===== src/design/sync_regs_map.svh =====
/*
 * register offsets, field positions, reset values and bus constants
 * for the sync control and status bank.
 * assumes inclusion by bare name from the design file.
 */
`ifndef SYNC_REGS_MAP_SVH
`define SYNC_REGS_MAP_SVH

// ----------------------------------------------------------------
// register offsets
// ----------------------------------------------------------------
`define OFS_SLICER_CLAMP 8'h10
`define OFS_SEP_THRESH 8'h11
`define OFS_LEAD_LINES 8'h12
`define OFS_TRAIL_LINES 8'h13
`define OFS_STATUS 8'h14
`define OFS_LAST 8'h14

// ----------------------------------------------------------------
// reset values
// ----------------------------------------------------------------
`define RST_SLICER_CLAMP 8'hB8
`define RST_SEP_THRESH 8'h20
`define RST_LEAD_LINES 8'h00
`define RST_TRAIL_LINES 8'h00
`define RST_POINTER 8'h00

// ----------------------------------------------------------------
// fields of the slicer and clamp register
// ----------------------------------------------------------------
`define SLICER_HI 7
`define SLICER_LO 3
`define CLAMP_HI 2
`define CLAMP_LO 0

// ----------------------------------------------------------------
// serial port constants
// ----------------------------------------------------------------
`define DEV_ADDR_HIGH 5'h13
`define BITS_DATA 4'h8
`define BITS_ACK 4'h9
`define BITS_ZERO 4'h0

`endif


===== src/design/sync_regs_pkg.sv =====
/*
 * types shared by the sync control and status bank.
 * assumes nothing of its surroundings.
 */
package sync_regs_pkg;

    // serial port phase
    typedef enum logic [2:0] {
        SER_IDLE,
        SER_DEV_ADDR,
        SER_REG_ADDR,
        SER_WRITE,
        SER_READ
    } serial_state_type;

endpackage


===== src/design/sync_control_status_regs.sv =====
/*
 * control and status registers 10h..14h of the video front end,
 * reached over the two-wire serial slave port, plus holdover timing.
 * assumes scl, sda, address selects and sync inputs are asynchronous
 * pins; source override and select bits come from core-clock logic.
 */
`include "sync_regs_map.svh"

module sync_control_status_regs #(
    parameter int LINE_W = 12
) (
    // clock and reset
    input wire logic I_CORE_CLK,
    input wire logic I_SYS_RST,
    // serial port pins
    input wire logic I_SCL,
    input wire logic I_SDA,
    output logic O_SDA,
    output logic O_SDA_OE,
    input wire logic [1:0] I_ADDRESS_SELECT_PINS,
    // detector levels from the sync processing block
    input wire logic I_HSYNC_ACTIVE,
    input wire logic I_HSYNC_POL,
    input wire logic I_VSYNC_ACTIVE,
    input wire logic I_VSYNC_POL,
    input wire logic I_GREEN_EMBEDDED_SYNC_ACTIVE,
    input wire logic I_HOLDOVER_POL,
    // source selection from mode control
    input wire logic I_HSRC_OVERRIDE,
    input wire logic I_HSRC_SELECT,
    input wire logic I_VSRC_OVERRIDE,
    input wire logic I_VSRC_SELECT,
    // selected sync for holdover timing, active high
    input wire logic I_HSYNC,
    input wire logic I_VSYNC,
    // control outputs
    output logic [4:0] O_SLICER_THRESHOLD,
    output logic [2:0] O_CLAMP_MIDSCALE,
    output logic [7:0] O_SEPARATOR_THRESHOLD,
    output logic [7:0] O_HOLDOVER_LEAD,
    output logic [7:0] O_HOLDOVER_TRAIL,
    output logic O_HORIZONTAL_SOURCE_IN_USE,
    output logic O_VERTICAL_SOURCE_IN_USE,
    output logic O_HOLDOVER
);

    // ------------------------------------------------------------
    // parameter check
    // ------------------------------------------------------------
    // the line counter must be wider than the 8-bit lead count
    if (LINE_W < 9 || LINE_W > 16) begin : bad_width
        $error("LINE_W must lie between 9 and 16");
    end

    // saturating pointer step, used on reads and writes
    function automatic logic [7:0] step_pointer(input logic [7:0] p);
        return (p >= `OFS_LAST) ? `OFS_LAST : 8'(p + 8'h01);
    endfunction

    // ------------------------------------------------------------
    // pin synchronisers
    // ------------------------------------------------------------
    // 12 async levels: scl, sda, 2 selects, 6 detectors, hs, vs
    localparam int NSYNC = 12;
    logic [NSYNC-1:0] pin_meta; // first stage, read only by second
    logic [NSYNC-1:0] pin_sync; // second stage, safe to use
    logic scl_prev; // previous synchronised scl
    logic sda_prev; // previous synchronised sda
    logic hs_prev; // previous synchronised hsync
    logic vs_prev; // previous synchronised vsync
    wire [NSYNC-1:0] pin_raw = {I_VSYNC, I_HSYNC, I_HOLDOVER_POL,
        I_GREEN_EMBEDDED_SYNC_ACTIVE, I_VSYNC_POL, I_VSYNC_ACTIVE,
        I_HSYNC_POL, I_HSYNC_ACTIVE, I_ADDRESS_SELECT_PINS, I_SDA, I_SCL};

    // two-stage capture of every asynchronous pin
    always_ff @(posedge I_CORE_CLK or posedge I_SYS_RST) begin
        if (I_SYS_RST) begin
            pin_meta <= '1;
            pin_sync <= '1;
        end else begin
            pin_meta <= pin_raw;
            pin_sync <= pin_meta;
        end
    end

    // named views of the synchronised pins
    wire scl = pin_sync[0];
    wire sda = pin_sync[1];
    wire [1:0] addr_sel = pin_sync[3:2];
    wire hs_active = pin_sync[4];
    wire hs_pol = pin_sync[5];
    wire vs_active = pin_sync[6];
    wire vs_pol = pin_sync[7];
    wire ges_active = pin_sync[8];
    wire hold_pol = pin_sync[9];
    wire hs_in = pin_sync[10];
    wire vs_in = pin_sync[11];

    // edge history, reset high like an idle bus
    always_ff @(posedge I_CORE_CLK or posedge I_SYS_RST) begin
        if (I_SYS_RST) begin
            scl_prev <= 1'b1;
            sda_prev <= 1'b1;
            hs_prev <= 1'b1;
            vs_prev <= 1'b1;
        end else begin
            scl_prev <= scl;
            sda_prev <= sda;
            hs_prev <= hs_in;
            vs_prev <= vs_in;
        end
    end

    // ------------------------------------------------------------
    // bus events
    // ------------------------------------------------------------
    wire scl_rise = scl & ~scl_prev;
    wire scl_fall = ~scl & scl_prev;
    wire bus_start = scl & scl_prev & sda_prev & ~sda;
    wire bus_stop = scl & scl_prev & ~sda_prev & sda;

    // ------------------------------------------------------------
    // registers and serial state
    // ------------------------------------------------------------
    sync_regs_pkg::serial_state_type state; // serial phase
    logic [3:0] bit_cnt; // scl rises within the byte
    logic [7:0] shreg; // shift register
    logic [7:0] pointer; // register pointer
    logic read_dir; // direction bit latched
    logic acked; // last byte was acknowledged
    logic [7:0] reg_slicer; // offset 10h
    logic [7:0] reg_sep; // offset 11h
    logic [7:0] reg_lead; // offset 12h
    logic [7:0] reg_trail; // offset 13h
    logic [7:0] reg_status; // offset 14h, sampled state

    wire addr_match = (shreg[7:1] == {`DEV_ADDR_HIGH, addr_sel});
    wire base_ok = (shreg <= `OFS_LAST);
    wire ack_now = (state == sync_regs_pkg::SER_DEV_ADDR) ? addr_match
                 : (state == sync_regs_pkg::SER_REG_ADDR) ? base_ok
                 : (state == sync_regs_pkg::SER_WRITE);
    wire write_strobe = scl_fall && bit_cnt == `BITS_DATA
                      && state == sync_regs_pkg::SER_WRITE;

    // read data selection; unmapped offsets below 10h read zero
    wire [7:0] read_data =
          (pointer == `OFS_SLICER_CLAMP) ? reg_slicer
        : (pointer == `OFS_SEP_THRESH) ? reg_sep
        : (pointer == `OFS_LEAD_LINES) ? reg_lead
        : (pointer == `OFS_TRAIL_LINES) ? reg_trail
        : (pointer == `OFS_STATUS) ? reg_status
        : 8'h00;

    // ------------------------------------------------------------
    // serial protocol engine
    // ------------------------------------------------------------
    // bits are sampled on scl rise and driven after scl fall
    always_ff @(posedge I_CORE_CLK or posedge I_SYS_RST) begin
        if (I_SYS_RST) begin
            state <= sync_regs_pkg::SER_IDLE;
            bit_cnt <= `BITS_ZERO;
            shreg <= 8'h00;
            pointer <= `RST_POINTER;
            read_dir <= 1'b0;
            acked <= 1'b0;
            O_SDA_OE <= 1'b0;
        end else if (bus_start) begin
            state <= sync_regs_pkg::SER_DEV_ADDR;
            bit_cnt <= `BITS_ZERO;
            O_SDA_OE <= 1'b0;
        end else if (bus_stop) begin
            state <= sync_regs_pkg::SER_IDLE;
            O_SDA_OE <= 1'b0;
        end else if (state != sync_regs_pkg::SER_IDLE) begin
            if (scl_rise) begin
                bit_cnt <= 4'(bit_cnt + 4'h1);
                if (bit_cnt < `BITS_DATA && state != sync_regs_pkg::SER_READ) begin
                    shreg <= {shreg[6:0], sda};
                end
                // master nack ends a read
                if (bit_cnt == `BITS_DATA && state == sync_regs_pkg::SER_READ && sda) begin
                    state <= sync_regs_pkg::SER_IDLE;
                end
            end else if (scl_fall) begin
                if (bit_cnt == `BITS_DATA) begin
                    if (state == sync_regs_pkg::SER_READ) begin
                        // release for the master's acknowledge
                        O_SDA_OE <= 1'b0;
                        pointer <= step_pointer(pointer);
                    end else begin
                        O_SDA_OE <= ack_now;
                        acked <= ack_now;
                        if (state == sync_regs_pkg::SER_DEV_ADDR) begin
                            read_dir <= shreg[0];
                        end
                        if (state == sync_regs_pkg::SER_REG_ADDR && base_ok) begin
                            pointer <= shreg;
                        end
                        if (state == sync_regs_pkg::SER_WRITE) begin
                            pointer <= step_pointer(pointer);
                        end
                    end
                end else if (bit_cnt == `BITS_ACK) begin
                    bit_cnt <= `BITS_ZERO;
                    O_SDA_OE <= 1'b0;
                    if (!acked && state != sync_regs_pkg::SER_READ) begin
                        // refused byte: stay off the bus until the next start
                        state <= sync_regs_pkg::SER_IDLE;
                    end else if (state == sync_regs_pkg::SER_DEV_ADDR) begin
                        state <= read_dir ? sync_regs_pkg::SER_READ
                                          : sync_regs_pkg::SER_REG_ADDR;
                        if (read_dir) begin
                            shreg <= read_data;
                            O_SDA_OE <= ~read_data[7];
                        end
                    end else if (state == sync_regs_pkg::SER_REG_ADDR) begin
                        state <= sync_regs_pkg::SER_WRITE;
                    end else if (state == sync_regs_pkg::SER_READ) begin
                        // next byte after master ack
                        shreg <= read_data;
                        O_SDA_OE <= ~read_data[7];
                    end
                end else if (state == sync_regs_pkg::SER_READ) begin
                    shreg <= {shreg[6:0], 1'b0};
                    O_SDA_OE <= ~shreg[6];
                end
            end
        end
    end

    // ------------------------------------------------------------
    // control registers
    // ------------------------------------------------------------
    always_ff @(posedge I_CORE_CLK or posedge I_SYS_RST) begin
        if (I_SYS_RST) begin
            reg_slicer <= `RST_SLICER_CLAMP;
            reg_sep <= `RST_SEP_THRESH;
            reg_lead <= `RST_LEAD_LINES;
            reg_trail <= `RST_TRAIL_LINES;
        end else if (write_strobe) begin
            if (pointer == `OFS_SLICER_CLAMP) reg_slicer <= shreg;
            if (pointer == `OFS_SEP_THRESH) reg_sep <= shreg;
            if (pointer == `OFS_LEAD_LINES) reg_lead <= shreg;
            if (pointer == `OFS_TRAIL_LINES) reg_trail <= shreg;
        end
    end

    // ------------------------------------------------------------
    // status register
    // ------------------------------------------------------------
    // horizontal source in use
    wire hsrc_auto = hs_active ^ ges_active;
    wire next_hsrc = (I_HSRC_OVERRIDE || !hsrc_auto) ? I_HSRC_SELECT : ges_active;
    wire next_vsrc = I_VSRC_OVERRIDE ? I_VSRC_SELECT : vs_active;

    // sampled every cycle so reads show live state
    always_ff @(posedge I_CORE_CLK or posedge I_SYS_RST) begin
        if (I_SYS_RST) begin
            reg_status <= 8'h00;
        end else begin
            reg_status <= {hs_active, next_hsrc, hs_pol, vs_active,
                           next_vsrc, vs_pol, ges_active, hold_pol};
        end
    end

    // ------------------------------------------------------------
    // holdover timing
    // ------------------------------------------------------------
    logic [LINE_W-1:0] line_cnt; // hsync edges since vsync start
    logic [LINE_W-1:0] frame_len; // lines of the last frame
    logic [7:0] trail_left; // lines of trailing holdover left
    wire hs_edge = hs_in & ~hs_prev;
    wire vs_start = vs_in & ~vs_prev;
    wire vs_end = ~vs_in & vs_prev;
    wire [LINE_W:0] lead_reach = {1'b0, line_cnt} + (LINE_W+1)'(reg_lead);
    wire in_lead = (reg_lead != 8'h00) && (frame_len != '0)
                 && (lead_reach >= {1'b0, frame_len});

    // counts lines; the lead window relies on a steady frame length
    always_ff @(posedge I_CORE_CLK or posedge I_SYS_RST) begin
        if (I_SYS_RST) begin
            line_cnt <= '0;
            frame_len <= '0;
            trail_left <= 8'h00;
        end else begin
            if (vs_start) begin
                frame_len <= line_cnt;
                line_cnt <= '0;
            end else if (hs_edge && line_cnt != '1) begin
                line_cnt <= LINE_W'(line_cnt + 1'b1);
            end
            if (vs_end) begin
                trail_left <= reg_trail;
            end else if (hs_edge && !vs_in && trail_left != 8'h00) begin
                trail_left <= 8'(trail_left - 8'h01);
            end
        end
    end

    // ------------------------------------------------------------
    // registered outputs
    // ------------------------------------------------------------
    always_ff @(posedge I_CORE_CLK or posedge I_SYS_RST) begin
        if (I_SYS_RST) begin
            O_SDA <= 1'b0;
            O_SLICER_THRESHOLD <= 5'h00;
            O_CLAMP_MIDSCALE <= 3'h0;
            O_SEPARATOR_THRESHOLD <= 8'h00;
            O_HOLDOVER_LEAD <= 8'h00;
            O_HOLDOVER_TRAIL <= 8'h00;
            O_HORIZONTAL_SOURCE_IN_USE <= 1'b0;
            O_VERTICAL_SOURCE_IN_USE <= 1'b0;
            O_HOLDOVER <= 1'b0;
        end else begin
            // open drain: data always low, enable does the work
            O_SDA <= 1'b0;
            O_SLICER_THRESHOLD <= reg_slicer[`SLICER_HI:`SLICER_LO];
            O_CLAMP_MIDSCALE <= reg_slicer[`CLAMP_HI:`CLAMP_LO];
            O_SEPARATOR_THRESHOLD <= reg_sep;
            O_HOLDOVER_LEAD <= reg_lead;
            O_HOLDOVER_TRAIL <= reg_trail;
            O_HORIZONTAL_SOURCE_IN_USE <= next_hsrc;
            O_VERTICAL_SOURCE_IN_USE <= next_vsrc;
            O_HOLDOVER <= vs_in | in_lead | (trail_left != 8'h00);
        end
    end

endmodule


===== config.mk =====
export PLATFORM = sky130hd
export DESIGN_NAME = sync_control_status_regs
export DESIGN_NICKNAME = d
export VERILOG_FILES = /design/src/design/sync_regs_pkg.sv /design/src/design/sync_control_status_regs.sv
export VERILOG_INCLUDE_DIRS = /design/src /design/src/design
export SDC_FILE = /design/constraint.sdc
export NUM_CORES = 1
export LEC_CHECK = 0
export BUFFER_PORTS_ARGS = -buffer_cell sky130_fd_sc_hd__buf_2
export CAP_MARGIN = 20
export CORE_MARGIN = 2
export CORE_UTILIZATION = 30
export CTS_BUF_LIST = sky130_fd_sc_hd__clkbuf_2
export CTS_CLUSTER_DIAMETER = 30
export CTS_CLUSTER_SIZE = 14
export DETAILED_ROUTE_END_ITERATION = 10
export MAX_ROUTING_LAYER = met4
export PLACE_DENSITY = 0.44
export SETUP_SLACK_MARGIN = 0.1
export SLEW_MARGIN = 25
export SYNTH_ARGS = -nofsm -noshare
export SYNTH_HDL_FRONTEND = slang
export SYNTH_SLANG_ARGS = --single-unit

===== constraint.sdc =====
create_clock -name I_CORE_CLK -period 13.4 [get_ports I_CORE_CLK]
set_input_delay 3.35 -clock I_CORE_CLK [delete_from_list [all_inputs] [get_ports I_CORE_CLK]]
set_output_delay 3.35 -clock I_CORE_CLK [all_outputs]
set_load 0.02 [all_outputs]

==> key figures, run 1 <==
Synth
  – Synth warn: 0
  – Mux share of post-synthesis cell area: 8.15%
  – Post-synthesis simple-gate area fraction: 14.6%
  – Compound-cell area share of the yosys netlist: 12.7%
  – Sequential area share after synthesis: 53.2%
  – Seq cells post-synth: 159
  – Largest family of logic cells by synthesized area: simple AND/OR/NAND/NOR gates
  – Top cells by area, synth: dfrtp_1, dfstp_2, mux2_2, ha_1, o21ai_0
  – Post-synth EDFFs: 0
  – Synth area leader: dfrtp_1
  – Post-synthesis adder-cell area fraction: 5.56%
  – Syn_area_per_cell: 10.9 um2
  – Ys async rst share: 100%
  – Post-synth cell types: 72
  – Top FF cell, synth: dfrtp_1
  – Top cell type's share of synthesized area: 41.7%
  – Xor/xnor cell area share of the yosys netlist: 2.32%
  – Syn Std Cell Area: 7550 um2
  – Syn Inst Count: 692
  – Net Count, Synth: 743

Layout
  – Share of layout cells above drive strength 1: 24.2%
  – Synth-to-layout area growth: 10.5%
  – Filler Cell Count: 2533
  – Nets: 790

Floorplan
  – Chip Height: 163 um
  – I/O Pins: 55
  – Rows: 58
  – Die width: 163 um
  – Initial Util: 30.3%
  – Die ar.: 26500 um2
  – Core ar.: 25000 um2

Routing
  – Vias: 5349
  – Routed length per instance: 16.6 um
  – Drt first pass iters: 4
  – Remaining DRCs: 0
  – Drt total wl: 18.0 mm
  – Via/cell ratio: 4.94
  – Post-route ant nets: 0
  – Drt initial violations: 390

Global routing
  – Antenna violations before repair: 1
  – Total GRT Usage: 14.7%
  – Grt total ovfl: 0
  – First-pass GRT wire length: 29.5 mm
  – Largest net degree at the start of global routing: 101
  – Vias in the first global route: 5424

STA
  – Post-layout worst setup margin: 8.69 ns
  – Fin. Hold Viols: 0
  – Max-slew violation count: 0
  – Setup-failing EPs final: 0
  – Fmax: 0.212 GHz
  – WHS: 0.371 ns
  – Min cycle time layout: 4.71 ns
  – Final worst-path cycle share: 35.1%
  – RSZ-0062 raised after global routing: false
  – Setup TNS: 0 ns
  – Slew headroom: 39.7%
  – Worst-Margin Slew: 0.905 ns
  – Final Skew: 0.0377 ns

Setup path
  – Startpoint Class: flop
  – Crit-path slowest cell: dfrtp_1
  – Worst path arrival time: 1.36 ns
  – Delay-heaviest family, CP: flip-flops
  – Worst-path fanout max: 2
  – CP cell instances: buf_2
  – Crit. End Element: primary output
  – Max stage delay on crit path: 0.47 ns
  – CP Buf/Inv Count: 1
  – Critical Path RT: 10.05 ns
  – Worst Path Class, Setup: flop to primary output

Clocking
  – Clock latency on the worst-skew pair: 0.73 ns
  – Worst-path clk slew: 0.25 ns
  – Clk sinks: 159
  – TritonCTS Buffers: 17
  – Clock Tree Buf Depth: 2
  – Clock root buffer: clkbuf_2
  – Hold Buf Count CTS: 0
  – Cts repair resizes: 0
  – Setup bufs post-CTS: 0
  – CTS HTree Levels: 4
  – CTS tree: yes

Placed design
  – I/O Buffers: 53
  – GPL Wtd Cong: 0.844
  – Dpl ws: 8.39 ns
  – HPWL Detailed: 12.5 mm

Power
  – Pwr/cell area: 103 nW/um2
  – Maximum VDD drop: 0.0443 mV
  – Pleak: 0.00381 uW

Job
  – Max Cap Violations: 0

Worst hold path
  – Hold WC Path Type: flop to flop

Outcome
  – Outcome: finished clean
## cell families (layout without fill, tap and decap cells)
group | count (synthesis) | count (layout)
flops | 159 | 159
simple gates | 214 | 214
fa+ha+maj | 33 | 33
mux | 55 | 55
buf+inv | 64 | 124
compound gates | 146 | 146
xor+xnor | 20 | 20
other cells | 1 | 2
## cell usage in the layout, fill, tap and decap left out, types with 7 or more instances in the layout
cell	instances
dfrtp_1	126
a31oi_1	7
ha_1	32
o21ai_0	50
inv_1	36
clkbuf_2	17
nor3_1	14
xnor2_1	12
nor2b_1	11
nand3b_1	9
a32oi_1	7
buf_2	53
nand3_1	13
nor4_1	7
nor2_1	46
dfstp_2	33
a21oi_1	27
nand2_1	61
mux2_2	51
nand2b_1	12
xor2_1	8
## worst paths after layout
kind | start | to | slack (ns) | cells after the start
max | O_SDA_OE | O_SDA_OE | 8.69 | 1
min | pin_meta[10] | pin_sync[10] | 0.37 | 0
max reg2reg | line_cnt[0] | O_HOLDOVER | 10.06 | 12
min reg2reg | pin_meta[10] | pin_sync[10] | 0.37 | 0
max in group asynchronous | I_SYS_RST | line_cnt[10] | 9.24 | 3
min in group asynchronous | I_SYS_RST | trail_left[4] | 2.78 | 2
## final cells by class
cell class | instances | area, um2 | area share [%]
inverters | 37 | 144 | 1.72
clock buffers | 17 | 85.1 | 1.02
multi-input cells | 469 | 3280 | 39.3
diodes | 1 | 2.50 | 0.0300
flip-flops and latches | 159 | 4020 | 48.2
well taps | 330 | 413 | 4.95
repair buffers | 55 | 280 | 3.36
clock inverters | 15 | 125 | 1.50
## where the power goes
part	internal (uW)	switching (uW)
Sequential	503	32.4
Clock	54.4	189
Combinational	34.1	46.8
Total	591	268
## per-stage QoR
stage / std cells / util (%) / power (uW) / cell area (um2)
4_1_cts: 1082 / 33.4 / 874 / 8350
3_5_place_dp: 1050 / 32.6 / 624 / 8140
3_3_place_gp: 1050 / 32.6 / 620 / 8140
5_1_grt: 1083 / 33.4 / 914 / 8350
6_report: 1083 / 33.4 / 859 / 8350
2_1_floorplan: 692 / - / 591 / 7550
## synth_stat cells, types with 3 or more instances
master     count
nor2_1        46
mux2i_1        3
a221o_1        3
and2_1         3
nand4_1        6
xnor2_1       12
o21ai_0       50
a22oi_1        4
dfrtp_1      126
buf_4          3
a31oi_1        7
a21oi_1       27
ha_1          32
nor3b_1        4
a211oi_1       4
xor2_1         8
nand2_1       61
nor2b_1       11
a2111oi_0      6
nor4_1         7
nor3_1        14
clkbuf_1      20
nand3b_1       9
a32oi_1        7
o21a_1         3
o22ai_1        3
o211ai_1       4
mux2_2        51
nand3_1       13
and3_1         6
dfstp_2       33
buf_2          4
inv_1         37
or4_1          4
nand2b_1      12
## state kept, by name, indices dropped and copies added (netlist names), 12 cells and up
name and cells:
frame_len 12, pin_sync 12, line_cnt 12, pin_meta 12
## metal layers
layer / up-vias / part of all wire [%] / track usage (%)
met2: 124 / 47 / 22.7
met5: - / 0 / -
li1: 2561 / - / -
met4: 0 / 1.3 / 3.62
met1: 2645 / 48 / 19.7
met3: 19 / 4.1 / 3.11
Note: power is estimated with default switching activity, not from simulation.
==> run 2, diff against run 1 <==
--- a/config.mk
+++ b/config.mk
@@ -15,7 +15,7 @@
 export CTS_CLUSTER_SIZE = 14
 export DETAILED_ROUTE_END_ITERATION = 10
 export MAX_ROUTING_LAYER = met4
-export PLACE_DENSITY = 0.44
+export PLACE_DENSITY = 0.46
 export SETUP_SLACK_MARGIN = 0.1
 export SLEW_MARGIN = 25
 export SYNTH_ARGS = -nofsm -noshare
==> constraint.sdc (replaced) <==
create_clock -name I_CORE_CLK -period 4 [get_ports I_CORE_CLK]
set_input_delay 1 -clock I_CORE_CLK [delete_from_list [all_inputs] [get_ports I_CORE_CLK]]
set_output_delay 1 -clock I_CORE_CLK [all_outputs]
set_load 0.02 [all_outputs]
==> run 2 against run 1 <==
Die area did not move. Utilization rose by 0.21 points. Sequential share of layout area shrank 0.30 points. Cell count is 0.55% higher. Register-to-register slack worse by 9.3 ns. Combinational power rose to 3.4 times the previous value. Highest routed layer unchanged. Largest power group unchanged. Wire length increased by 1.7%. Clock skew rose by 0.0046 ns. First-iteration DRC count fell by 9.0%. Global-route usage increased by 0.29 points. Worst setup slack lost 7.9 ns. Clock-buffer cell count increased by 2.
==> key figures, run 2 (same netlist as run 1, synthesis figures left out) <==
Job
  – Max Cap Violations: 0 (unchanged)

Placed design
  – HPWL Detailed: 13.2 mm (was 12.5 mm)
  – I/O Buffers: 53 (unchanged)
  – Cells after DPL: 1054 (was 1050)
  – GPL Wtd Cong: 0.822 (was 0.844)
  – Placed inst area: 8180 um2 (was 8140 um2)

STA
  – RSZ-0062 raised after global routing: false (unchanged)
  – Final worst-path cycle share: 81.4%
  – Setup TNS: 0 ns (unchanged)
  – Max-slew violation count: 0 (unchanged)
  – Worst-Margin Slew: 0.803 ns (was 0.905 ns)
  – Min cycle time layout: 3.26 ns
  – Setup-failing EPs final: 0 (unchanged)
  – Final Skew: 0.0423 ns (was 0.0377 ns)
  – Slew headroom: 46.3% (was 39.7%)
  – Fmax: 0.307 GHz
  – Fin. Hold Viols: 0 (unchanged)

Layout
  – Area of the multi-input gates: 3280 um2 (unchanged)
  – Commonest non-fill, non-tap cell in the layout: dfrtp_1 (unchanged)
  – Nets: 795 (was 790)
  – Most frequent cells in the layout: dfrtp_1, nand2_1, buf_2 (unchanged)
  – Filler Cell Count: 2525 (was 2533)
  – Finished Layout Cells: 1089 (was 1083)
  – Synth-to-layout area growth: 11.2% (was 10.5%)
  – Design area: 8400 um2 (was 8350 um2)
  – FF/Latch Area: 4020 um2 (unchanged)
  – Share of layout cells above drive strength 1: 24.6% (was 24.2%)
  – Post-route core utilization: 33.7% (was 33.4%)

Routing
  – Drt initial violations: 355 (was 390)
  – Via/cell ratio: 5.04 (was 4.94)
  – Vias: 5487 (was 5349)
  – Routed length per instance: 16.8 um (was 16.6 um)
  – Drt total wl: 18.3 mm (was 18.0 mm)
  – Remaining DRCs: 0 (unchanged)
  – Post-route ant nets: 0 (unchanged)
  – Drt first pass iters: 5 (was 4)

Outcome
  – Outcome: finished clean (unchanged)

Global routing
  – Antenna violations before repair: 1 (unchanged)
  – Grt total ovfl: 0 (unchanged)
  – Vias in the first global route: 5631 (was 5424)
  – Largest net degree at the start of global routing: 44 (was 101)
  – First-pass GRT wire length: 30.2 mm (was 29.5 mm)
  – Total GRT Usage: 15.0% (was 14.7%)

Clocking
  – Clock Tree Buf Depth: 2 (unchanged)
  – Worst-path clk slew: 0.25 ns (about the same)
  – TritonCTS Buffers: 17 (unchanged)
  – CTS HTree Levels: 4 (unchanged)
  – Cts repair resizes: 0 (unchanged)
  – Clk sinks: 159 (unchanged)
  – Clock root buffer: clkbuf_2 (unchanged)
  – Hold Buf Count CTS: 0 (unchanged)
  – Clock latency on the worst-skew pair: 0.73 ns (about the same)
  – CTS tree: yes (unchanged)
  – Setup bufs post-CTS: 0 (unchanged)

Setup path
  – Startpoint Class: flop (unchanged)
  – Worst path arrival time: 3.90 ns (was 1.36 ns)
  – Crit. End Element: flop (was primary output)
  – Reg2Reg Setup Slack: 0.74 ns (was 10.06 ns)
  – Critical Path RT: 4.65 ns (was 10.05 ns)
  – R2R depth: 12 (unchanged)
  – R2R Path End: O_HOLDOVER (unchanged)
  – Worst-path fanout max: 6 (was 2)
  – Worst Path Class, Setup: flop to flop (was flop to primary output)
  – Reg-to-Reg Start: line_cnt[0] (unchanged)

Floorplan
  – Chip Height: 163 um (unchanged)
  – Die width: 163 um (unchanged)
  – I/O Pins: 55 (unchanged)
  – Initial Util: 30.3% (unchanged)
  – Rows: 58 (unchanged)
  – Die ar.: 26500 um2 (unchanged)
  – Core ar.: 25000 um2 (unchanged)

Power
  – Pwr/cell area: 342 nW/um2 (was 103 nW/um2)
  – Pleak: 0.00383 uW (was 0.00381 uW)
  – Maximum VDD drop: 0.176 mV (was 0.0443 mV)

Worst hold path
  – Hold WC Path Type: input pin to async pin (was flop to flop)
==> run 2: routing by layer <==
metal,global-route usage [%],part of all wire (%),wire length [um]
met2,23.9,48,8740
met5,-,0,0
met4,3.66,1.0,191
met3,3.59,4.2,777
met1,19.3,47,8620
==> run 2: metrics by stage <==
stage	hold slack (ns)	setup slack, ns	power, uW
after detailed placement	0.347	0.749	2090
after global placement	0.346	0.930	2080
after CTS	0.211	0.746	2920
final	0.183	0.745	2870
after floorplan	0.345	1.01	1980
after global routing	0.0939	0.490	3030
==> run 2: power breakdown <==
group	internal [uW]	switching, uW	total [uW]
clock network	181	626	807
registers	1680	106	1790
logic	120	158	278
total	1980	890	2870
==> run 2: worst max-delay path, cell delays in order, from the launching register on <==
cell and delay [ns]:
dfrtp_1 0.50, ha_1 0.21, inv_1 0.06, fa_1 0.40, nor2b_1 0.16, o31a_1 0.20, o22ai_1 0.16, nor2_1 0.14
xor2_1 0.17, ha_1 0.26, a2111oi_0 0.41, o211ai_1 0.17, a221o_1 0.35
==> run 2: how the worst max path moves through the flow <==
| stage | startpoint | to | slack [ns] | depth (start not counted) |
|---|---|---|---|---|
| 2_1_floorplan | I_SYS_RST | O_CLAMP_MIDSCALE[0] | 1.01 | 1 |
| 3_3_place_gp | line_cnt[0] | O_HOLDOVER | 0.93 | 12 |
| 3_5_place_dp | line_cnt[0] | O_HOLDOVER | 0.75 | 12 |
| 4_1_cts | line_cnt[0] | O_HOLDOVER | 0.75 | 12 |
| 5_1_grt | line_cnt[0] | O_HOLDOVER | 0.49 | 12 |
| 6_report | line_cnt[0] | O_HOLDOVER | 0.74 | 12 |
==> run 2: layout make-up <==
type	instances	area share [%]
Multi-Input combinational cell	469	39.0
Sequential cell	159	47.9
Inverter	37	1.70
Clock buffer	19	1.13
Tap cell	330	4.92
Timing Repair Buffer	60	4.08
Clock inverter	13	1.24
Antenna cell	2	0.0596
==> run 3, diff against run 2 <==
--- a/config.mk
+++ b/config.mk
@@ -6,6 +6,7 @@
 export SDC_FILE = /design/constraint.sdc
 export NUM_CORES = 1
 export LEC_CHECK = 0
+export ABC_AREA = 1
 export BUFFER_PORTS_ARGS = -buffer_cell sky130_fd_sc_hd__buf_2
 export CAP_MARGIN = 20
 export CORE_MARGIN = 2
==> constraint.sdc (replaced) <==
create_clock -name I_CORE_CLK -period 2.8 [get_ports I_CORE_CLK]
set_input_delay 0.7 -clock I_CORE_CLK [delete_from_list [all_inputs] [get_ports I_CORE_CLK]]
set_output_delay 0.7 -clock I_CORE_CLK [all_outputs]
set_load 0.02 [all_outputs]
==> run 3 against run 2 <==
Synthesized cell count increased by 28%. Via count increased by 7.0%. Die area increased by 1.1%. Total power increased by 63%. Fmax increased by 22%. Register-to-register slack got worse by 0.61 ns. Clock-buffer cell count decreased by 1. Highest routed layer unchanged. Largest power group unchanged. Synthesized area increased by 1.1%. Sequential share of layout area decreased by 2.2 points. Critical endpoint unchanged. Worst setup slack got worse by 0.61 ns.
==> key figures, run 3 <==
Clocking
  – Clock root buffer: clkbuf_2 (unchanged)
  – Worst-path clk slew: 0.22 ns (was 0.25 ns)
  – Setup bufs post-CTS: 0 (unchanged)
  – Clk sinks: 159 (unchanged)
  – TritonCTS Buffers: 17 (unchanged)
  – Clock Tree Buf Depth: 2 (unchanged)
  – CTS HTree Levels: 4 (unchanged)
  – CTS tree: yes (unchanged)
  – Clock latency on the worst-skew pair: 0.73 ns (about the same)

Setup path
  – R2R Path End: O_HOLDOVER (unchanged)
  – Reg2Reg Setup Slack: 0.13 ns (was 0.74 ns)
  – Critical Path RT: 3.41 ns (was 4.65 ns)
  – Worst Path Class, Setup: flop to flop (unchanged)
  – Reg-to-Reg Start: line_cnt[0] (unchanged)
  – Worst path arrival time: 3.28 ns (was 3.90 ns)
  – R2R depth: 23 (was 12)
  – Worst-path fanout max: 3 (was 6)
  – Crit. End Element: flop (unchanged)
  – Startpoint Class: flop (unchanged)

Power
  – Pwr/cell area: 532 nW/um2 (was 342 nW/um2)
  – Maximum VDD drop: 0.257 mV (was 0.176 mV)
  – Pleak: 0.00440 uW (was 0.00383 uW)

Placed design
  – Dpl ws: 0.0693 ns (was 0.749 ns)
  – GPL Wtd Cong: 0.847 (was 0.822)
  – I/O Buffers: 53 (unchanged)
  – HPWL Detailed: 13.8 mm (was 13.2 mm)

Synth
  – Top cells by area, synth: dfrtp_1, dfstp_2, nand2_1, inv_1, ha_1 (was dfrtp_1, dfstp_2, mux2_2, ha_1, o21ai_0)
  – Top-count cell post-synth: nand2_1 (was dfrtp_1)
  – Synth warn: 0 (unchanged)
  – Most frequent cells after synthesis: nand2_1, inv_1, dfrtp_1, nor2_1, o21ai_0 (was dfrtp_1, nand2_1, mux2_2, o21ai_0, nor2_1)
  – Syn Inst Count: 884 (was 692)
  – Syn_area_per_cell: 8.64 um2 (was 10.9 um2)
  – Top FF cell, synth: dfrtp_1 (unchanged)
  – Top cell type's share of synthesized area: 41.3% (was 41.7%)
  – Net Count, Synth: 935 (was 743)
  – Ys async rst share: 100% (unchanged)
  – Synth area leader: dfrtp_1 (unchanged)
  – Seq cells post-synth: 159 (unchanged)
  – Syn Std Cell Area: 7640 um2 (was 7550 um2)
  – Post-synth cell types: 42 (was 72)
  – Post-synth EDFFs: 0 (unchanged)
  – Sequential area share after synthesis: 52.6% (was 53.2%)

Routing
  – Routed length per instance: 14.3 um (was 16.8 um)
  – Drt first pass iters: 4 (was 5)
  – Drt initial violations: 376 (was 355)
  – Remaining DRCs: 0 (unchanged)
  – Post-route ant nets: 0 (unchanged)
  – Drt total wl: 18.9 mm (was 18.3 mm)
  – Via/cell ratio: 4.45 (was 5.04)
  – Vias: 5873 (was 5487)

Worst hold path
  – Hold WC Path Type: input pin to flop (was input pin to async pin)
  – Hold depth: 2
  – Worst min-delay path startpoint: I_HSRC_OVERRIDE
  – Hold Path End: reg_status[6]

STA
  – Fin. Hold Viols: 0 (unchanged)
  – WHS: 0.162 ns (was 0.183 ns)
  – Final Skew: 0.0389 ns (was 0.0423 ns)
  – Setup-failing EPs final: 0 (unchanged)
  – RSZ-0062 raised after global routing: true (was false)
  – Min cycle time layout: 2.67 ns (was 3.26 ns)
  – Fmax: 0.375 GHz (was 0.307 GHz)
  – Worst-Margin Slew: 0.561 ns (was 0.803 ns)
  – Slew headroom: 62.4% (was 46.3%)
  – Max-slew violation count: 0 (unchanged)
  – Post-layout worst setup margin: 0.133 ns (was 0.745 ns)
  – Final worst-path cycle share: 95.3% (was 81.4%)

Layout
  – Share of layout cells above drive strength 1: 17.2% (was 24.6%)
  – Most frequent cells in the layout: nand2_1, dfrtp_1, inv_1 (was dfrtp_1, nand2_1, buf_2)
  – Synth-to-layout area growth: 15.2% (was 11.2%)
  – Commonest non-fill, non-tap cell in the layout: nand2_1 (was dfrtp_1)
  – Nets: 1026 (was 795)

Floorplan
  – Initial Util: 30.4% (was 30.3%)
  – Chip Height: 164 um (was 163 um)
  – Die width: 164 um (was 163 um)
  – I/O Pins: 55 (unchanged)
  – Core ar.: 25100 um2 (was 25000 um2)
  – Die ar.: 26800 um2 (was 26500 um2)
  – Rows: 58 (unchanged)

Global routing
  – Vias in the first global route: 5798 (was 5631)
  – Total GRT Usage: 15.5% (was 15.0%)
  – First-pass GRT wire length: 31.4 mm (was 30.2 mm)
  – Grt total ovfl: 0 (unchanged)
  – Antenna violations before repair: 1 (unchanged)
  – Largest net degree at the start of global routing: 77 (was 44)

Job
  – Max Cap Violations: 0 (unchanged)

Outcome
  – Outcome: finished clean (unchanged)
[run 3: cell types whose count changed after synthesis, moves of 28 or more]
cell	delta
nand3_1	+53
nor2_1	+28
o21ai_1	+29
inv_1	+90
nand2_1	+128
mux2_2	-50
[run 3: metal layers]
layer  track usage [%]  share of wire, %  wire length (um)
met1              20.3                47              8990
met2              25.2                48              9150
met3              2.97               3.4               649
met4              3.47              0.71               135
met5                 -                 0                 0
[run 3: worst max path at each step]
stage	startpoint	to	cells after the start	slack, ns
2_1_floorplan	I_SYS_RST	O_CLAMP_MIDSCALE[0]	1	0.11
3_3_place_gp	reg_lead[0]	O_HOLDOVER	23	0.06
3_5_place_dp	line_cnt[0]	O_HOLDOVER	23	0.07
4_1_cts	line_cnt[0]	O_HOLDOVER	23	0.14
5_1_grt	line_cnt[0]	O_HOLDOVER	23	-0.12
6_report	line_cnt[0]	O_HOLDOVER	23	0.13
[run 3: report_power, final]
part | internal (uW) | switching [uW]
logic | 281 | 601
clock network | 342 | 883
registers | 2460 | 112
[run 3: logic make-up after synthesis]
logic type / share of synthesized area [%]
and+or+nand+nor: 20.9
other: 0.0491
AOI/OAI and AO/OA: 10.4
buffers and inverters: 8.08
xor gates and xnor gates: 2.29
muxes: 0.147
adders and majority gates: 5.50
DFF: 52.6
[run 3: critical path: stages (launching register included)]
cell	delay [ns]
dfrtp_1	0.41
ha_2	0.18
inv_1	0.05
fa_2	0.33
nand3b_1	0.17
nand2_2	0.10
a21oi_1	0.06
nor2_1	0.09
nor2_1	0.05
xor2_1	0.14
inv_1	0.10
ha_4	0.21
nand2_1	0.06
nand2_1	0.06
a21oi_2	0.10
nand2_1	0.06
nor2_1	0.08
nand2_1	0.06
nand2_1	0.05
nand2_1	0.04
nand2_1	0.05
nand2_1	0.05
nand2_1	0.05
nand2_1	0.05
[run 3: timing repair]
action,in CTS,in global routing
setup endpoints to repair,1,1
hold buffers,12,1
hold endpoints to repair,23,1
pin swaps,2,0
resized for setup,4,1
[run 3: area by class of cell]
type                            count  area (um2)
Antenna cell                        1        2.50
Clock buffer                       18        90.1
Clock inverter                     14         134
Fill cell                        2675       16300
Inverter                          131         497
Multi-Input combinational cell    574        3020
Sequential cell                   159        4020
Tap cell                          330         413
Timing Repair Buffer               92         616
[run 3: metrics by stage]
stage	util (%)	setup TNS [ns]	std cells	total power, uW	cell area, um2
floorplan	-	0	884	3170	7640
global placement	33.5	0	1273	3490	8420
detailed placement	33.5	0	1273	3490	8420
CTS	35.0	0	1317	4780	8780
global route	35.0	-0.124	1319	5020	8800
finish	35.0	0	1319	4680	8800
